## src/modem_xchg_pkg.sv

```systemverilog
// Constants and types for the modem block data exchange registers.
// Assumes a 16-bit word-level register port behind the serial control bus.
package modem_xchg_pkg;

   // Register addresses on the control bus
   localparam logic [7:0] ADDR_TX0 = 8'hb5;
   localparam logic [7:0] ADDR_TX1 = 8'hb6;
   localparam logic [7:0] ADDR_TX2 = 8'hb7;
   localparam logic [7:0] ADDR_RX0 = 8'hb8;

   // Header field positions in the first word
   localparam int CNT_HI = 7;
   localparam int CNT_LO = 6;
   localparam int TYPE_HI = 5;
   localparam int TYPE_LO = 4;
   localparam int BYTES_HI = 3;
   localparam int BYTES_LO = 0;
   localparam int DATA_HI = 15;
   localparam int DATA_LO = 8;
   localparam int PT_BYTE_HI = 7;
   localparam int PT_BYTE_LO = 0;

   // Block type codes
   localparam logic [1:0] TYPE_RESERVED = 2'h0;
   localparam logic [1:0] TYPE_PAYLOAD = 2'h1;
   localparam logic [1:0] TYPE_FRAME_INFO = 2'h2;
   localparam logic [1:0] TYPE_FRAME_SLOW = 2'h3;

   // Byte counts
   localparam logic [3:0] BYTES_NONE = 4'h0;
   localparam logic [3:0] BYTES_MAX = 4'h9;

   // Modem mode and tx control codes
   localparam logic [3:0] MODE_IDLE = 4'h0;
   localparam logic [3:0] MODE_RX = 4'h1;
   localparam logic [3:0] MODE_TX = 4'h2;
   localparam logic [3:0] MODE_PASS = 4'h4;
   localparam logic [3:0] MODE_RX_CAL = 4'h5;
   localparam logic [3:0] MODE_RX_SAVE = 4'h9;
   localparam logic [3:0] CTRL_IDLE = 4'h0;

   // Block sizes
   localparam int TX_BITS = 40;
   localparam int RX_BITS = 72;
   localparam int BLOCK_BYTES = 9;
   localparam int SOFT_SYMBOLS = 18;

   typedef enum logic [3:0] {
      ST_IDLE = 4'b0001,
      ST_RX = 4'b0010,
      ST_TX = 4'b0100,
      ST_PASS = 4'b1000
   } op_state_t;

endpackage

```

## src/modem_block_data_exchange.sv

```systemverilog
// Block data exchange registers of a half-duplex baseband modem.
// Assumes the serial control bus front end delivers whole 16-bit words
// with one-cycle strobes, and that the modem core hands over whole blocks.
//
// Function
// - A changed transmit counter marks a new block; first word written last.
// - Both counters return to zero on any modem mode change.
// - Transmit type: 01 payload, 10 frame info, 11 info plus slow control.
// - Transmit byte count 0 to 9; codes 10 to 15 reserved.
// - Partial bytes padded with trailing zeros in both directions.
// - Word0 upper byte data 0-7, lower byte header; words 1-2 bits 8-39.
// - Device bumps the receive counter modulo 4 on each new block.
// - Receive blocks labelled with the same type codes; 00 never used.
// - Receive byte count reported 0 to 9, never a reserved code.
// - Vocoder read value returned in the low byte of receive word0.
// - In transceiver pass-through the receive low byte reads as zero.
// - Soft coding carries 18 four-bit symbols instead of 72 bits.
// - Soft nibble 0000 strongest zero up to 1111 strongest one.
// - Soft symbols in hard-bit order, symbol 0 in top nibble.
// - Tx control idle: finish held block, accept no new ones.
`timescale 1ns/1ps
module modem_block_data_exchange
   import modem_xchg_pkg::*;
   #(
      parameter int WORD_W = 16,
      parameter int ADDR_W = 8
   )
   (
      // Clock and reset
      input wire logic mclk,
      input wire logic rst,
      // Register word port
      input wire logic reg_wr,
      input wire logic reg_rd,
      input wire logic [ADDR_W-1:0] reg_addr,
      input wire logic [WORD_W-1:0] reg_wdata,
      output logic [WORD_W-1:0] reg_rdata,
      output logic reg_rvalid,
      // Fields of the modem control and programming registers
      input wire logic [3:0] modem_mode,
      input wire logic [3:0] tx_ctrl,
      input wire logic pt_byte_mode,
      input wire logic [7:0] pt_addr,
      input wire logic pt_to_transceiver,
      // Outbound block to the modem core
      output logic tx_blk_valid,
      input wire logic tx_blk_ready,
      output logic [1:0] tx_blk_type,
      output logic [3:0] tx_blk_bytes,
      output logic [TX_BITS-1:0] tx_blk_data,
      output logic tx_blk_error,
      // Inbound block from the modem core
      input wire logic rx_load,
      input wire logic rx_soft,
      input wire logic [1:0] rx_type,
      input wire logic [3:0] rx_bytes,
      input wire logic [RX_BITS-1:0] rx_data,
      // Pass-through to external vocoder or transceiver
      output logic pt_wr_valid,
      output logic pt_wr_byte,
      output logic pt_wr_to_transceiver,
      output logic [7:0] pt_wr_addr,
      output logic [WORD_W-1:0] pt_wr_data,
      input wire logic pt_rd_valid,
      input wire logic [7:0] pt_rd_data
   );

   if (WORD_W != 16 || ADDR_W != 8)
   begin : g_bad_width
      $error("modem_block_data_exchange serves only 16-bit words and 8-bit addresses");
   end

   // Byte and soft-symbol widths, counter step
   localparam int BYTE_W = 8;
   localparam int NIBBLE_W = 4;
   localparam logic [1:0] CNT_STEP = 2'd1;

   // Block geometry must agree: nine bytes, eighteen nibbles, byte plus two words out
   if (RX_BITS != BYTE_W * BLOCK_BYTES || RX_BITS != NIBBLE_W * SOFT_SYMBOLS
       || TX_BITS != BYTE_W + 2 * WORD_W)
   begin : g_bad_geometry
      $error("modem_block_data_exchange block sizes disagree with the package");
   end

   typedef struct packed {
      // Mode tracking
      op_state_t op;
      logic [3:0] mode_prev;
      // Outbound block
      logic [1:0] tx_cnt;
      logic [WORD_W-1:0] tx_w1;
      logic [WORD_W-1:0] tx_w2;
      logic tx_valid;
      logic [1:0] tx_type;
      logic [3:0] tx_bytes;
      logic [TX_BITS-1:0] tx_data;
      logic tx_err;
      // Pass-through write
      logic pt_valid;
      logic pt_byte;
      logic pt_xcvr;
      logic [7:0] pt_addr;
      logic [WORD_W-1:0] pt_data;
      // Inbound block and read port
      logic [1:0] rx_cnt;
      logic [WORD_W-1:0] rx_w0;
      logic [WORD_W-1:0] rdata;
      logic rvalid;
   } state_t;

   // Everything idle and zero; both counters start at zero
   localparam state_t S_RESET = '{
      op: ST_IDLE,
      mode_prev: MODE_IDLE,
      tx_cnt: '0,
      tx_w1: '0,
      tx_w2: '0,
      tx_valid: 1'b0,
      tx_type: TYPE_RESERVED,
      tx_bytes: BYTES_NONE,
      tx_data: '0,
      tx_err: 1'b0,
      pt_valid: 1'b0,
      pt_byte: 1'b0,
      pt_xcvr: 1'b0,
      pt_addr: '0,
      pt_data: '0,
      rx_cnt: '0,
      rx_w0: '0,
      rdata: '0,
      rvalid: 1'b0
   };

   state_t s_q;
   state_t s_d;

   // Modem mode code to operating state
   function automatic op_state_t decode_mode(input logic [3:0] m);
      case (m)
         MODE_RX, MODE_RX_CAL, MODE_RX_SAVE: decode_mode = ST_RX;
         MODE_TX: decode_mode = ST_TX;
         MODE_PASS: decode_mode = ST_PASS;
         default: decode_mode = ST_IDLE;
      endcase
   endfunction

   // Zero every byte past the count; byte 0 sits at the top
   function automatic logic [RX_BITS-1:0] pad_bytes(input logic [RX_BITS-1:0] d, input logic [3:0] n);
      logic [RX_BITS-1:0] r;
      r = d;
      for (int i = 0; i < BLOCK_BYTES; i++)
      begin
         if (4'(i) >= n)
         begin
            r[RX_BITS-1-BYTE_W*i -: BYTE_W] = '0;
         end
      end
      pad_bytes = r;
   endfunction

   logic [1:0] wr_cnt;
   logic [1:0] wr_type;
   logic [3:0] wr_bytes;
   logic [RX_BITS-1:0] tx_full;
   logic [RX_BITS-1:0] rx_padded;
   logic [3:0] rx_bytes_ok;
   logic rx_type_ok;
   logic [RX_BITS-1:0] tx_padded;
   logic tx_reject;
   logic rx_accept;

   // Header fields of the word being written
   assign wr_cnt = reg_wdata[CNT_HI:CNT_LO];
   assign wr_type = reg_wdata[TYPE_HI:TYPE_LO];
   assign wr_bytes = reg_wdata[BYTES_HI:BYTES_LO];
   // Block image in stream order, bit 0 at the top
   assign tx_full = {reg_wdata[DATA_HI:DATA_LO], s_q.tx_w1, s_q.tx_w2, {(RX_BITS-TX_BITS){1'b0}}};
   // Soft nibbles keep their hard-bit places, full count and no padding
   assign rx_bytes_ok = rx_soft ? BYTES_MAX : ((rx_bytes > BYTES_MAX) ? BYTES_MAX : rx_bytes);
   assign rx_padded = rx_soft ? rx_data : pad_bytes(rx_data, rx_bytes_ok);
   assign rx_type_ok = (rx_type != TYPE_RESERVED);
   assign rx_accept = rx_load && rx_type_ok && (s_q.op == ST_RX);

   assign tx_padded = pad_bytes(tx_full, wr_bytes);
   // Tx idle, reserved codes, or a held block the core does not take now
   assign tx_reject = (tx_ctrl == CTRL_IDLE) || (wr_type == TYPE_RESERVED) || (wr_bytes > BYTES_MAX)
      || (s_q.tx_valid && !tx_blk_ready);

   always_comb
   begin
      s_d = s_q;
      s_d.tx_err = 1'b0;
      s_d.pt_valid = 1'b0;
      s_d.rvalid = 1'b0;
      s_d.mode_prev = modem_mode;
      // Decoded state lags the mode field by one cycle
      s_d.op = decode_mode(modem_mode);

      // Core took the held block; an accepted write below sets valid again
      if (s_q.tx_valid && tx_blk_ready)
      begin
         s_d.tx_valid = 1'b0;
      end

      // Register writes
      if (reg_wr)
      begin
         case (reg_addr)
            ADDR_TX1: s_d.tx_w1 = reg_wdata;
            ADDR_TX2: s_d.tx_w2 = reg_wdata;
            ADDR_TX0:
            begin
               if (s_q.op == ST_PASS)
               begin
                  s_d.pt_valid = 1'b1;
                  s_d.pt_xcvr = pt_to_transceiver;
                  // Transceiver writes are always byte wide
                  s_d.pt_byte = pt_byte_mode | pt_to_transceiver;
                  s_d.pt_addr = pt_addr;
                  s_d.pt_data = (pt_byte_mode | pt_to_transceiver) ?
                                {8'h00, reg_wdata[PT_BYTE_HI:PT_BYTE_LO]} : reg_wdata;
               end
               else if (wr_cnt != s_q.tx_cnt)
               begin
                  s_d.tx_cnt = wr_cnt;
                  // Counter is kept even when refused, so a retry needs a fresh count
                  if (tx_reject)
                  begin
                     s_d.tx_err = 1'b1;
                  end
                  else
                  begin
                     s_d.tx_valid = 1'b1;
                     s_d.tx_type = wr_type;
                     s_d.tx_bytes = wr_bytes;
                     s_d.tx_data = tx_padded[RX_BITS-1 -: TX_BITS];
                  end
               end
            end
            default: s_d.tx_w1 = s_q.tx_w1;
         endcase
      end

      // Pass-through read result lands in word0 low byte
      // Transceiver cannot be read back; zero keeps the word defined
      if (pt_rd_valid && s_q.op == ST_PASS)
      begin
         s_d.rx_w0 = pt_to_transceiver ? {WORD_W{1'b0}} : {8'h00, pt_rd_data};
      end
      else if (rx_accept)
      begin
         s_d.rx_cnt = s_q.rx_cnt + CNT_STEP;
         s_d.rx_w0 = {rx_padded[RX_BITS-1 -: 8], s_d.rx_cnt, rx_type, rx_bytes_ok};
      end

      // Mode change clears both counters
      // Overrides same-cycle loads; a non-idle mode at reset release counts too
      if (modem_mode != s_q.mode_prev)
      begin
         s_d.tx_cnt = 2'd0;
         s_d.rx_cnt = 2'd0;
         s_d.rx_w0[CNT_HI:CNT_LO] = 2'd0;
      end

      // Register reads; write-only words read as zero
      // Data holds until the next read; valid is a one-cycle pulse
      if (reg_rd)
      begin
         s_d.rvalid = 1'b1;
         s_d.rdata = (reg_addr == ADDR_RX0) ? s_q.rx_w0 : {WORD_W{1'b0}};
      end
   end

   always_ff @(posedge mclk or posedge rst)
   begin
      if (rst)
      begin
         // Constants only in the asynchronous branch
         s_q <= S_RESET;
      end
      else
      begin
         s_q <= s_d;
      end
   end

   assign reg_rdata = s_q.rdata;
   assign reg_rvalid = s_q.rvalid;
   assign tx_blk_valid = s_q.tx_valid;
   assign tx_blk_type = s_q.tx_type;
   assign tx_blk_bytes = s_q.tx_bytes;
   assign tx_blk_data = s_q.tx_data;
   assign tx_blk_error = s_q.tx_err;
   assign pt_wr_valid = s_q.pt_valid;
   assign pt_wr_byte = s_q.pt_byte;
   assign pt_wr_to_transceiver = s_q.pt_xcvr;
   assign pt_wr_addr = s_q.pt_addr;
   assign pt_wr_data = s_q.pt_data;

endmodule // modem_block_data_exchange

```

## config.mk

```make
export PLATFORM = sky130hd
export DESIGN_NAME = modem_block_data_exchange
export DESIGN_NICKNAME = d
export VERILOG_FILES = /design/src/modem_xchg_pkg.sv /design/src/modem_block_data_exchange.sv
export SDC_FILE = /design/constraint.sdc
export NUM_CORES = 1
export LEC_CHECK = 0
export BUFFER_PORTS_ARGS = -buffer_cell sky130_fd_sc_hd__buf_2
export CORE_UTILIZATION = 45
export CTS_BUF_LIST = sky130_fd_sc_hd__clkbuf_8
export DETAILED_ROUTE_END_ITERATION = 6
export GPL_ROUTABILITY_DRIVEN = 0
export PLACE_DENSITY = 0.72
export SLEW_MARGIN = 20
export SYNTH_ARGS = -nofsm -noshare
export SYNTH_HDL_FRONTEND = slang
export SYNTH_SLANG_ARGS = --single-unit
```

## constraint.sdc

```tcl
create_clock -name mclk -period 10.4 [get_ports mclk]
set_clock_uncertainty 0.2 [all_clocks]
set_input_delay 1.56 -clock mclk [delete_from_list [all_inputs] [get_ports mclk]]
set_output_delay 1.56 -clock mclk [all_outputs]
set_load 0.02 [all_outputs]
```

==> impl_metrics.xml <==
<?xml version="1.0" encoding="UTF-8"?>
<metrics>
  <group name="status">
    <metric name="run_status" unit="">complete, no violations</metric>
  </group>
  <group name="synth">
    <metric name="yosysWarnings" unit="">0</metric>
    <metric name="synth-compound-area-share" unit="%">5.66</metric>
    <metric name="synthSimpleGateAreaFrac" unit="%">10.0</metric>
    <metric name="mappedNetlistNets" unit="">703</metric>
    <metric name="synthXorXnorAreaFrac" unit="%">1.14</metric>
    <metric name="synth_adder_area_share" unit="%">0</metric>
    <metric name="synthArstFlopShare" unit="%">100</metric>
    <metric name="postSynthCellCount" unit="">567</metric>
    <metric name="synth_edf_count" unit="">0</metric>
    <metric name="synth_top_cell_by_area" unit="">sky130_fd_sc_hd__dfrtp_1</metric>
    <metric name="netlist-cell-type-count" unit="">40</metric>
    <metric name="muxShareOfSynthArea" unit="%">16.0</metric>
    <metric name="synth_area" unit="sq mm">0.00690</metric>
    <metric name="synth_top_family_by_area" unit="">multiplexers</metric>
    <metric name="ys_seq_area_share" unit="%">55.2</metric>
    <metric name="ys_ff_latch" unit="">152</metric>
    <metric name="yosys-top-cells-area" unit="">sky130_fd_sc_hd__dfrtp_1 (55%), sky130_fd_sc_hd__mux2_2 (14%), sky130_fd_sc_hd__buf_4 (9.4%)</metric>
    <metric name="post_synthesis_area_per_instance" unit="sq um">12.2</metric>
    <metric name="dominantRegCellSynth" unit="">sky130_fd_sc_hd__dfrtp_1</metric>
    <metric name="post-synth-top-area-fraction" unit="%">54.8</metric>
  </group>
  <group name="critical_path">
    <metric name="timing.reg2reg.setup_slack" unit="ns">7.90</metric>
    <metric name="critical_path.endpoint" unit="">s_q[136]</metric>
    <metric name="worst_setup_path_start_kind" unit="">primary input</metric>
    <metric name="crit_fanout" unit="">16</metric>
    <metric name="crit_chain" unit="">buf_2, nand4b_1, nor4_4, mux2_2</metric>
    <metric name="reg2reg_from" unit="">s_q[149]</metric>
    <metric name="endpoint_kind" unit="">register</metric>
    <metric name="critical_path_buf_inv_count" unit="">1</metric>
    <metric name="worst-setup-path-type" unit="">primary input to register</metric>
    <metric name="critPathTopFamily" unit="">simple AND/OR/NAND/NOR gates</metric>
    <metric name="rr_endpoint" unit="">tx_blk_data[30]</metric>
    <metric name="path_depth" unit="">4</metric>
    <metric name="critPathRequiredTime" unit="ns">10.54</metric>
    <metric name="slowest_stage_delay_on_critical_path" unit="ns">1.00</metric>
    <metric name="rr_worst_depth" unit="">5</metric>
    <metric name="critical_path_arrival" unit="ns">3.49</metric>
    <metric name="worst_setup_sp" unit="">reg_addr[6]</metric>
    <metric name="slowest_stage" unit="">sky130_fd_sc_hd__nor4_4</metric>
  </group>
  <group name="power_and_ir_drop">
    <metric name="power.switching" unit="W">0.000275</metric>
    <metric name="intPower" unit="W">0.000921</metric>
    <metric name="p_comb_share" unit="%">6.5</metric>
    <metric name="ir_worst_vdd" unit="mV">0.0849</metric>
    <metric name="pwr_density_cell" unit="mW/mm^2">155</metric>
    <metric name="netSwitchingFraction" unit="%">23.0</metric>
    <metric name="power.sequential.fraction" unit="%">52.2</metric>
    <metric name="report.power.total" unit="W">0.00120</metric>
    <metric name="clock_power_share" unit="%">41.3</metric>
    <metric name="p_leak" unit="nW">4.10</metric>
  </group>
  <group name="cells_and_area">
    <metric name="layout-drive-gt1-share" unit="%">45.6</metric>
    <metric name="final_cell_mix" unit="">sky130_fd_sc_hd__buf_2 (163), sky130_fd_sc_hd__dfrtp_1 (151), sky130_fd_sc_hd__mux2_2 (84), sky130_fd_sc_hd__nor2b_1 (41), sky130_fd_sc_hd__nand2_1 (35)</metric>
    <metric name="final_net_count" unit="">787</metric>
    <metric name="most_common_cell_after_layout_fill_and_taps_aside" unit="">sky130_fd_sc_hd__buf_2</metric>
    <metric name="num-fill-cells" unit="">1303</metric>
    <metric name="antennaDiodeCount" unit="">0</metric>
    <metric name="area.growth.synth_to_final" unit="%">11.6</metric>
    <metric name="stdcell_count" unit="">847</metric>
  </group>
  <group name="clocking">
    <metric name="cts.clk_slew.worst_paths" unit="ns">0.08</metric>
    <metric name="clock_tree.root_cell" unit="">sky130_fd_sc_hd__clkbuf_8</metric>
    <metric name="numCtsBuffers" unit="">17</metric>
    <metric name="clock_path_buffers" unit="">2</metric>
    <metric name="cts.repair.resized" unit="">0</metric>
    <metric name="cts_num_sinks" unit="">152</metric>
    <metric name="htree_num_levels" unit="">4</metric>
    <metric name="worstSkewPairLatency" unit="ns">0.45</metric>
    <metric name="post-cts-setup-buffer-count" unit="">0</metric>
    <metric name="tritoncts_clock_tree" unit="">yes</metric>
    <metric name="ctsHoldBuffers" unit="">0</metric>
  </group>
  <group name="global_routing">
    <metric name="first_global_vias" unit="">4358</metric>
    <metric name="largest_net_degree_at_the_start_of_global_routing" unit="">79</metric>
    <metric name="antenna_found_initial" unit="">0</metric>
    <metric name="global_route.usage.total" unit="%">18.6</metric>
    <metric name="grt_pass1_wl" unit="microns">22600</metric>
    <metric name="overflow" unit="">0</metric>
  </group>
  <group name="place">
    <metric name="dp_worst_setup_slack" unit="ns">6.52</metric>
    <metric name="placed_cells_incl_taps" unit="">816</metric>
    <metric name="numPortBuffers" unit="">163</metric>
    <metric name="dp_hpwl" unit="microns">9790</metric>
  </group>
  <group name="floorplanning">
    <metric name="initial_util" unit="%">46.8</metric>
    <metric name="placementRows" unit="">44</metric>
    <metric name="die-width" unit="microns">126</metric>
    <metric name="die-area" unit="sq mm">0.0158</metric>
    <metric name="boundaryPins" unit="">228</metric>
    <metric name="fp.dieH" unit="microns">126</metric>
    <metric name="core_area" unit="sq mm">0.0148</metric>
  </group>
  <group name="detailed_routing">
    <metric name="remaining_drc_errors" unit="">0</metric>
    <metric name="drtPass1Iterations" unit="">5</metric>
    <metric name="drt.antenna.violating_nets" unit="">0</metric>
    <metric name="routed-via-count" unit="">4350</metric>
    <metric name="drtIter0Drc" unit="">202</metric>
    <metric name="drt-wirelength-per-cell" unit="microns">16.5</metric>
    <metric name="detail_route.vias_per_cell" unit="">5.14</metric>
    <metric name="detail_route.wirelength" unit="microns">14000</metric>
  </group>
  <group name="timing">
    <metric name="final-hold-violation-count" unit="">0</metric>
    <metric name="report.final.slew_viol_count" unit="">0</metric>
    <metric name="tightestPinTransition" unit="ns">1.08</metric>
    <metric name="timing.setup.tns" unit="ns">0</metric>
    <metric name="worst_slack" unit="ns">7.06</metric>
    <metric name="max_slew_margin" unit="%">27.6</metric>
    <metric name="setup_violations" unit="">0</metric>
    <metric name="worst_hold_slack" unit="ns">0.279</metric>
    <metric name="clock.fmax" unit="MHz">299</metric>
    <metric name="rsz0062_at_grt" unit="">no</metric>
    <metric name="final_period_minus_worst_setup_slack" unit="ns">3.34</metric>
    <metric name="period_share" unit="%">32.2</metric>
  </group>
  <group name="min_path">
    <metric name="number_of_cells_on_the_worst_hold_path" unit="">2</metric>
    <metric name="worst_hold_path_type" unit="">register to register</metric>
  </group>
  <group name="flow_run">
    <metric name="max_cap_viol_count" unit="">0</metric>
  </group>
</metrics>
[layout make-up]
cell class	instances	area [sq um]	share of cell area, %
Inverter	22	87.6	1.14
Tap cell	184	230	2.99
Clock inverter	12	174	2.26
Sequential cell	152	3800	49.4
Multi-Input combinational cell	290	2290	29.7
Timing Repair Buffer	168	853	11.1
Clock buffer	19	262	3.40
[power by group through the flow]
| stage | Clock [W] | Sequential [W] | Combinational, W |
|---|---|---|---|
| finish | 0.000494 | 0.000625 | 0.0000779 |
| global route | 0.000532 | 0.000628 | 0.0000868 |
| CTS | 0.000506 | 0.000624 | 0.0000799 |
| detailed placement | 0 | 0.000636 | 0.0000795 |
| global placement | 0 | 0.000635 | 0.0000762 |
| floorplan | 0 | 0.000633 | 0.0000486 |
[worst register-to-register path: stages, from the launching register on]
cell and delay [ns]:
sky130_fd_sc_hd__dfrtp_1 0.40, sky130_fd_sc_hd__or4b_4 0.57, sky130_fd_sc_hd__o21a_1 0.18, sky130_fd_sc_hd__nand3_2 0.08, sky130_fd_sc_hd__buf_4 0.51, sky130_fd_sc_hd__mux2_2 0.45
[sequential cells by signal, summed over array words and instances (netlist names), 2 cells and up]
name,cells
s_q,60
tx_blk_data,40
pt_wr_data,16
reg_rdata,16
pt_wr_addr,8
tx_blk_bytes,4
tx_blk_type,2
[cells in the mapped netlist, drive strengths merged (5+ instances only)]
library cell and count:
a22o 8, inv 22, mux2 94, o21ai 30, a21oi 8, buf 96
nor4 5, nor2 12, dfrtp 151, nand2 35, a221o 6, xnor2 6
nor3 9, clkbuf 7, nor2b 41
[logic make-up after synthesis]
kind of cell / after synthesis
AO/OA/AOI/OAI: 61
XOR/XNOR: 9
buffers and inverters: 125
flip-flops: 152
multiplexers: 95
AND/OR/NAND/NOR: 125
[metrics by stage]
step	area, sq um	utilization, %
6_report	7700	52.2
5_1_grt	7700	52.2
4_1_cts	7700	52.2
3_5_place_dp	7260	49.2
3_3_place_gp	7260	49.2
2_1_floorplan	6900	-
[routing by layer]
metal  vias up  global-route usage, %  wire [microns]
met5         -                      0               0
met4         0                   6.95             208
met3        18                   5.48             705
met2       143                   29.9            6790
met1      2178                   23.9            6270
li1       2011                      -               -
[how the worst min path moves through the flow]
| stage | start | end | slack, ns |
|---|---|---|---|
| finish | pt_wr_to_transceiver | pt_wr_to_transceiver | 0.28 |
| global route | pt_wr_to_transceiver | pt_wr_to_transceiver | 0.31 |
| CTS | pt_wr_to_transceiver | pt_wr_to_transceiver | 0.28 |
| detailed placement | pt_wr_to_transceiver | pt_wr_to_transceiver | 0.27 |
| global placement | pt_wr_to_transceiver | pt_wr_to_transceiver | 0.26 |
| floorplan | s_q[24] | reg_rdata[7] | 0.25 |
No activity file was read; power rests on OpenSTA's default activity.
